==> config.mk <==
export PLATFORM = sky130hd
export DESIGN_NAME = spf_forward
export DESIGN_NICKNAME = d
export VERILOG_FILES = /design/src/rtl/spf_pkg.sv /design/src/rtl/spf_forward.sv
export SDC_FILE = /design/constraint.sdc
export NUM_CORES = 1
export LEC_CHECK = 0
export ABC_AREA = 1
export BUFFER_PORTS_ARGS = -buffer_cell sky130_fd_sc_hd__buf_2
export CORE_ASPECT_RATIO = 0.5
export CORE_MARGIN = 2
export CORE_UTILIZATION = 30
export CTS_BUF_LIST = sky130_fd_sc_hd__clkbuf_16
export DETAILED_ROUTE_END_ITERATION = 6
export GPL_ROUTABILITY_DRIVEN = 0
export PLACE_DENSITY_LB_ADDON = 0.15
export SLEW_MARGIN = 20
export SYNTH_ARGS = -nofsm -noshare
export SYNTH_HDL_FRONTEND = slang
export SYNTH_SLANG_ARGS = --single-unit
==> constraint.sdc <==
create_clock -name i_clk -period 29.9 [get_ports i_clk]
set_clock_uncertainty 0.05 [all_clocks]
set_input_delay 4.485 -clock i_clk [delete_from_list [all_inputs] [get_ports i_clk]]
set_output_delay 4.485 -clock i_clk [all_outputs]
set_load 0.02 [all_outputs]
==> src/rtl/spf_pkg.sv <==
package spf_pkg;

   localparam int DATA_W = 32;
   localparam int ID_W = 8;
   localparam int PORT_W = 2;
   localparam int FTYPE_W = 4;
   localparam int TTYPE_W = 4;
   localparam int CNT_W = 7;

   // header word layout
   localparam int DEST_MSB = 31;
   localparam int DEST_LSB = 24;
   localparam int FTYPE_MSB = 23;
   localparam int FTYPE_LSB = 20;
   localparam int TTYPE_MSB = 19;
   localparam int TTYPE_LSB = 16;

   localparam logic [FTYPE_W-1:0] FTYPE_RESPONSE = 4'hd;
   localparam logic [TTYPE_W-1:0] TTYPE_RESP_DATA = 4'h8;

   localparam int BYTES_PER_WORD = 4;
   localparam int TRUNC_BYTES = 16;
   localparam int MAX_RESP_BYTES = 256;
   localparam int TRUNC_WORDS = TRUNC_BYTES / BYTES_PER_WORD;
   localparam int MAX_RESP_WORDS = MAX_RESP_BYTES / BYTES_PER_WORD;

   localparam logic [CNT_W-1:0] CNT_ZERO = 7'h00;
   localparam logic [CNT_W-1:0] CNT_ONE = 7'h01;

   typedef struct packed {
      logic [DATA_W-1:0] data;
      logic sof;
      logic eof;
   } spf_in_beat_t;

   typedef struct packed {
      logic [DATA_W-1:0] data;
      logic sof;
      logic eof;
      logic to_local;
      logic [PORT_W-1:0] port;
   } spf_out_beat_t;

   typedef struct packed {
      logic valid;
      logic [PORT_W-1:0] port;
   } spf_route_t;

   typedef enum logic [1:0] {
      SPF_IDLE,
      SPF_PASS,
      SPF_DISCARD
   } spf_state_t;

endpackage

==> src/rtl/spf_forward.sv <==
// Operation
// - each incoming packet is looked up by destination in a programmable table and, if not local, steered to the table's outbound port.
// - every forwarding decision and every data move is made in hardware with no processor involvement.
// - forwarded packets are copied word by word from the inbound stream into the outbound buffer tagged with the egress port.
// - all packet types are forwarded, responses, maintenance, doorbells and messages included, not only requests.
// - with the defect reproduced, a forwarded response keeps only its first 16 payload bytes, the rest is dropped and a flag pulses.
// - response payloads are treated as up to 256 bytes, which is what exposes read responses to the truncation.
// - short responses such as write, maintenance, message and doorbell responses pass unchanged since they stay within the limit.
// - request packets are forwarded with their full payload, since only responses are cut.
`timescale 1ns/1ps
module spf_forward #(
   parameter bit TRUNC_EN = 1'b1,
   parameter int TRUNC_BYTES = spf_pkg::TRUNC_BYTES
) (
   input wire logic i_clk,
   input wire logic i_reset,
   input wire logic [spf_pkg::ID_W-1:0] i_local_id,
   input wire logic i_tbl_we,
   input wire logic [spf_pkg::ID_W-1:0] i_tbl_addr,
   input wire spf_pkg::spf_route_t i_tbl_entry,
   input wire logic i_in_valid,
   input wire spf_pkg::spf_in_beat_t i_in,
   output logic o_in_ready,
   output logic o_out_valid,
   output spf_pkg::spf_out_beat_t o_out,
   input wire logic i_out_ready,
   output logic o_trunc,
   output logic o_drop
);

   localparam int TABLE_DEPTH = 2 ** spf_pkg::ID_W;
   localparam logic [spf_pkg::CNT_W-1:0] TRUNC_LAST =
      spf_pkg::CNT_W'(TRUNC_BYTES / spf_pkg::BYTES_PER_WORD - 1);
   localparam logic [spf_pkg::CNT_W-1:0] MAX_LAST =
      spf_pkg::CNT_W'(spf_pkg::MAX_RESP_WORDS - 1);

   function automatic logic [spf_pkg::ID_W-1:0] dest_of(
      input logic [spf_pkg::DATA_W-1:0] hdr);
      dest_of = hdr[spf_pkg::DEST_MSB:spf_pkg::DEST_LSB];
   endfunction

   function automatic logic is_response(
      input logic [spf_pkg::DATA_W-1:0] hdr);
      is_response = hdr[spf_pkg::FTYPE_MSB:spf_pkg::FTYPE_LSB] ==
         spf_pkg::FTYPE_RESPONSE;
   endfunction

   // routing table
   logic [spf_pkg::PORT_W-1:0] tbl_port_mem [TABLE_DEPTH];
   logic [TABLE_DEPTH-1:0] tbl_valid_reg;

   always_ff @(posedge i_clk) begin
      if (i_tbl_we) begin
         tbl_port_mem[i_tbl_addr] <= i_tbl_entry.port;
      end
   end

   always_ff @(posedge i_clk or posedge i_reset) begin
      if (i_reset) begin
         tbl_valid_reg <= '0;
      end else if (i_tbl_we) begin
         tbl_valid_reg[i_tbl_addr] <= i_tbl_entry.valid;
      end
   end

   // packet state
   spf_pkg::spf_state_t state_reg, state_next;
   logic [spf_pkg::CNT_W-1:0] cnt_reg, cnt_next;
   logic resp_reg, resp_next;
   logic local_reg, local_next;
   logic [spf_pkg::PORT_W-1:0] port_reg, port_next;
   logic skid_valid_reg, skid_valid_next;
   spf_pkg::spf_out_beat_t skid_reg;
   logic accept;
   logic push;
   spf_pkg::spf_out_beat_t push_beat;
   logic trunc_next;
   logic drop_next;
   logic [spf_pkg::ID_W-1:0] hdr_dest;
   logic hdr_local;
   logic hdr_routed;

   assign accept = i_in_valid & o_in_ready;
   assign hdr_dest = dest_of(i_in.data);
   assign hdr_local = hdr_dest == i_local_id;
   assign hdr_routed = tbl_valid_reg[hdr_dest];

   always_comb begin
      state_next = state_reg;
      cnt_next = cnt_reg;
      resp_next = resp_reg;
      local_next = local_reg;
      port_next = port_reg;
      push = 1'b0;
      push_beat.data = i_in.data;
      push_beat.sof = i_in.sof;
      push_beat.eof = i_in.eof;
      push_beat.to_local = local_reg;
      push_beat.port = port_reg;
      trunc_next = 1'b0;
      drop_next = 1'b0;
      if (accept) begin
         case (state_reg)
            spf_pkg::SPF_IDLE: begin
               if (i_in.sof && (hdr_local || hdr_routed)) begin
                  // local hit wins over any table entry
                  local_next = hdr_local;
                  // local packets carry port zero, never an unwritten entry
                  port_next = hdr_local ? '0 : tbl_port_mem[hdr_dest];
                  resp_next = is_response(i_in.data);
                  cnt_next = spf_pkg::CNT_ZERO;
                  push = 1'b1;
                  push_beat.to_local = hdr_local;
                  push_beat.port = port_next;
                  if (!i_in.eof) begin
                     state_next = spf_pkg::SPF_PASS;
                  end
               end else begin
                  // no route, or stray payload word
                  drop_next = 1'b1;
                  if (!i_in.eof) begin
                     state_next = spf_pkg::SPF_DISCARD;
                  end
               end
            end
            spf_pkg::SPF_PASS: begin
               push = 1'b1;
               push_beat.sof = 1'b0;
               if (cnt_reg != MAX_LAST) begin
                  cnt_next = cnt_reg + spf_pkg::CNT_ONE;
               end
               if (i_in.eof) begin
                  state_next = spf_pkg::SPF_IDLE;
               end else if (TRUNC_EN && resp_reg && !local_reg &&
                            cnt_reg == TRUNC_LAST) begin
                  // only forwarded responses beyond the limit are cut
                  push_beat.eof = 1'b1;
                  trunc_next = 1'b1;
                  state_next = spf_pkg::SPF_DISCARD;
               end
            end
            spf_pkg::SPF_DISCARD: begin
               if (i_in.eof) begin
                  state_next = spf_pkg::SPF_IDLE;
               end
            end
            default: begin
               state_next = spf_pkg::SPF_IDLE;
            end
         endcase
      end
   end

   always_ff @(posedge i_clk or posedge i_reset) begin
      if (i_reset) begin
         state_reg <= spf_pkg::SPF_IDLE;
         cnt_reg <= spf_pkg::CNT_ZERO;
         resp_reg <= 1'b0;
         local_reg <= 1'b0;
         port_reg <= '0;
      end else begin
         state_reg <= state_next;
         cnt_reg <= cnt_next;
         resp_reg <= resp_next;
         local_reg <= local_next;
         port_reg <= port_next;
      end
   end

   always_ff @(posedge i_clk or posedge i_reset) begin
      if (i_reset) begin
         o_trunc <= 1'b0;
         o_drop <= 1'b0;
      end else begin
         o_trunc <= trunc_next;
         o_drop <= drop_next;
      end
   end

   // two-entry output buffer: output register plus skid register
   always_comb begin
      skid_valid_next = skid_valid_reg;
      if (skid_valid_reg && (!o_out_valid || i_out_ready)) begin
         skid_valid_next = 1'b0;
      end else if (push && o_out_valid && !i_out_ready) begin
         skid_valid_next = 1'b1;
      end
   end

   always_ff @(posedge i_clk or posedge i_reset) begin
      if (i_reset) begin
         skid_valid_reg <= 1'b0;
         o_in_ready <= 1'b0;
      end else begin
         skid_valid_reg <= skid_valid_next;
         o_in_ready <= !skid_valid_next;
      end
   end

   always_ff @(posedge i_clk or posedge i_reset) begin
      if (i_reset) begin
         skid_reg <= '0;
      end else if (push && o_out_valid && !i_out_ready) begin
         skid_reg <= push_beat;
      end
   end

   always_ff @(posedge i_clk or posedge i_reset) begin
      if (i_reset) begin
         o_out_valid <= 1'b0;
         o_out <= '0;
      end else if (!o_out_valid || i_out_ready) begin
         if (skid_valid_reg) begin
            o_out_valid <= 1'b1;
            o_out <= skid_reg;
         end else begin
            o_out_valid <= push;
            o_out <= push_beat;
         end
      end
   end

endmodule

==> flow_metrics.py <==
metrics = {
    "critical_path": {
        "path_common_cell": "nand3_1",
        "critPathMaxFanout": 167,
        "end_kind": "flip-flop",
        "crit_chain": "buf_8 > clkinv_8 > buf_4 > buf_4 > nand2_1 > nand3_1 > nand3_1 > nand3_1 > nand3_1 > nand3_1 > nand2_1 > nand2_1 > nand3_1 > nand3_1 > nand2_1 > nand2_2 > nand2_4 > nor2_8 > inv_4 > nand2_1 > o21ai_2",
        "crit_required_ps": 30390,
        "max_stage_delay_ps": 830,
        "slowest_stage": "buf_4",
        "cp.arrival_ps": 9530,
        "start_kind": "primary input",
        "path_buf_inv": 5,
        "path_class": "in -> reg",
        "path_delay_family": "buffers and inverters",
    },
    "die": {
        "die_area_um2": 127000,
        "die_w_um": 502,
        "initial_utilization_pct": 30.2,
        "rows": 91,
        "io_pins": 99,
        "fp.dieH_um": 253,
        "coreArea_um2": 123000,
    },
    "sta": {
        "relSlewSlack_pct": 32.8,
        "holdWs_ps": 424,
        "finalSetupViolCount": 0,
        "hold_violations": 0,
        "clock.fmax_ghz": 0.111,
        "min_period_over_period_pct": 30.2,
        "min_period_ps": 9040,
        "rsz0062_at_grt": "false",
        "worst_pin_slew_ps": 1010,
        "maxSlewViolCount": 0,
        "tns_ps": 0,
    },
    "yosys": {
        "synth.most_common_cell": "nor2_1",
        "synth_flop_cell": "edfxtp_1",
        "synthesis.nets": 3872,
        "synth.distinct_cells": 36,
        "syn_avg_cell_area_um2": 9.76,
        "synth_edf_count": 512,
        "syn_area_um2": 37200,
        "seq_area_frac_synth_pct": 64.7,
        "async_reset_ff_share_pct": 40.5,
        "yosys_warnings": 0,
        "yosys.area.top_type": "edfxtp_1",
        "synth_top_area_share_pct": 41.3,
        "synth_area_leaders": "edfxtp_1, dfrtp_1, nor2_1, nand2_1, nand3_1",
        "netlist_instances": 3813,
        "synth_commonest_cells": "nor2_1, nand2_1, edfxtp_1",
        "synth_seq_cells": 860,
    },
    "grt": {
        "grt_usage_pct": 18.6,
        "grt_pass1_vias": 27800,
        "antenna_found_initial": 6,
        "grt_max_degree": 168,
        "grt_pass1_wl_mm": 177,
        "gr-total-overflow": 0,
    },
    "route": {
        "wl_per_cell_um": 21.3,
        "dr_wl_met2_mm": 52.6,
        "top_layer": "met4",
        "vias": 27700,
        "drc": 0,
        "vias_per_cell": 5.01,
        "drt-pass1-iter-count": 5,
        "m1WireLength_mm": 55.6,
        "first_iter_violations": 2350,
        "wl_met3_mm": 7.09,
        "detail_route.wirelength_mm": 118,
        "drt.antenna.violating_nets": 0,
    },
    "clock_network": {
        "cts_tree": "built",
        "clk-insertion-delay-late_ps": 700,
        "post_cts_resized": 0,
        "post_cts_buffers": 0,
        "cts_hold_buf": 0,
        "clockRootBuffer": "clkbuf_16",
        "h-tree-depth": 3,
        "cts_buffer_depth": 3,
        "cts.reportedPaths.clkPinSlew_ps": 60,
        "cts-buffers-inserted": 87,
        "clock-sinks": 860,
    },
    "final_layout": {
        "largest_reg_flops": 512,
        "nFillCells": 12600,
        "drive_above_1_share_pct": 7.28,
        "synthToLayoutAreaGrowth_pct": 11.9,
        "layout.nets": 3851,
    },
    "placed_design": {
        "port_buffers": 98,
        "hpwl_mm": 65.6,
    },
    "pwr": {
        "power_uw": 2720,
        "irDropWorstVdd_mv": 0.0429,
        "p_leak_uw": 0.0158,
        "powerDensity_nw_per_um2": 65.4,
    },
    "job": {
        "drv_cap": 0,
    },
    "worst_hold_path": {
        "hold_path.class": "reg -> reg",
    },
    "run_status": {
        "run_status": "complete, no violations",
    },
}
[kinds of logic after synthesis]
group | synth area share, %
buffers and inverters | 4.42
AOI/OAI and AO/OA | 10.4
adders and majority gates | 0.0336
DFF | 64.7
and+or+nand+nor | 20.2
xor gates and xnor gates | 0.188
muxes | 0.0269
[final timing paths]
check	endpoint	startpoint	cells after the start	slack, ps
worst max-delay path	skid_reg[31]	i_in[26]	21	20860
max in group asynchronous	tbl_valid_reg[85]	i_reset	4	23700
worst max register to register	skid_reg[31]	tbl_valid_reg[29]	17	26640
min in group asynchronous	o_out[24]	i_reset	2	3900
worst min-delay path	o_out[1]	o_out[1]	2	420
worst min register to register	o_out[1]	o_out[1]	2	420
[cell usage in the layout (no fill, tap or decap), types with 9 or more instances in the layout]
master,n
a21oi_1,330
clkinv_2,9
nand2_1,589
o21ai_1,53
clkinv_1,28
o22ai_1,120
buf_4,44
inv_1,114
o21ai_0,220
edfxtp_1,512
dfrtp_1,348
nand3_1,392
nor2_1,845
clkbuf_16,90
buf_2,93
[metal layers]
layer	track usage, %	vias to the layer above
met5	0	-
met4	4.60	0
met3	3.79	164
met2	29.2	734
met1	26.1	13800
li1	-	13000
[where the power goes]
part / switching, uW / total (uW) / internal, uW
logic: 215 / 302 / 87.4
registers: 37.3 / 1370 / 1330
clock network: 480 / 1060 / 577
[layout make-up]
type                    instances  area (um2)  area share (%)
well taps                    1674        2090            5.03
diodes                          1        2.50         0.00601
flip-flops and latches        860       24100            57.8
inverters                     104         429            1.03
clock buffers                  90        2250            5.41
multi-input cells            2596       11500            27.6
repair buffers                143         885            2.12
clock inverters                69         410           0.986
[worst register-to-register path, cell delays in order, from the launching register on]
cell	delay, ps
dfrtp_1	350
nand2_1	60
nand3_1	120
nand3_1	90
nand3_1	150
nand3_1	180
nand3_1	280
nand2_1	80
nand2_1	60
nand3_1	210
nand3_1	290
nand2_1	130
nand2_2	110
nand2_4	80
nor2_8	340
inv_4	320
nand2_1	180
o21ai_2	60
[metrics by stage]
stage,std cells,area (um2),setup slack (ps),util [%]
2_1_floorplan,3813,37200,15710,-
3_3_place_gp,5377,39000,20310,31.7
3_5_place_dp,5377,39000,20240,31.7
4_1_cts,5536,41600,20940,33.8
5_1_grt,5537,41600,20460,33.8
6_report,5537,41600,20860,33.8
(Power assumes the default switching activity.)
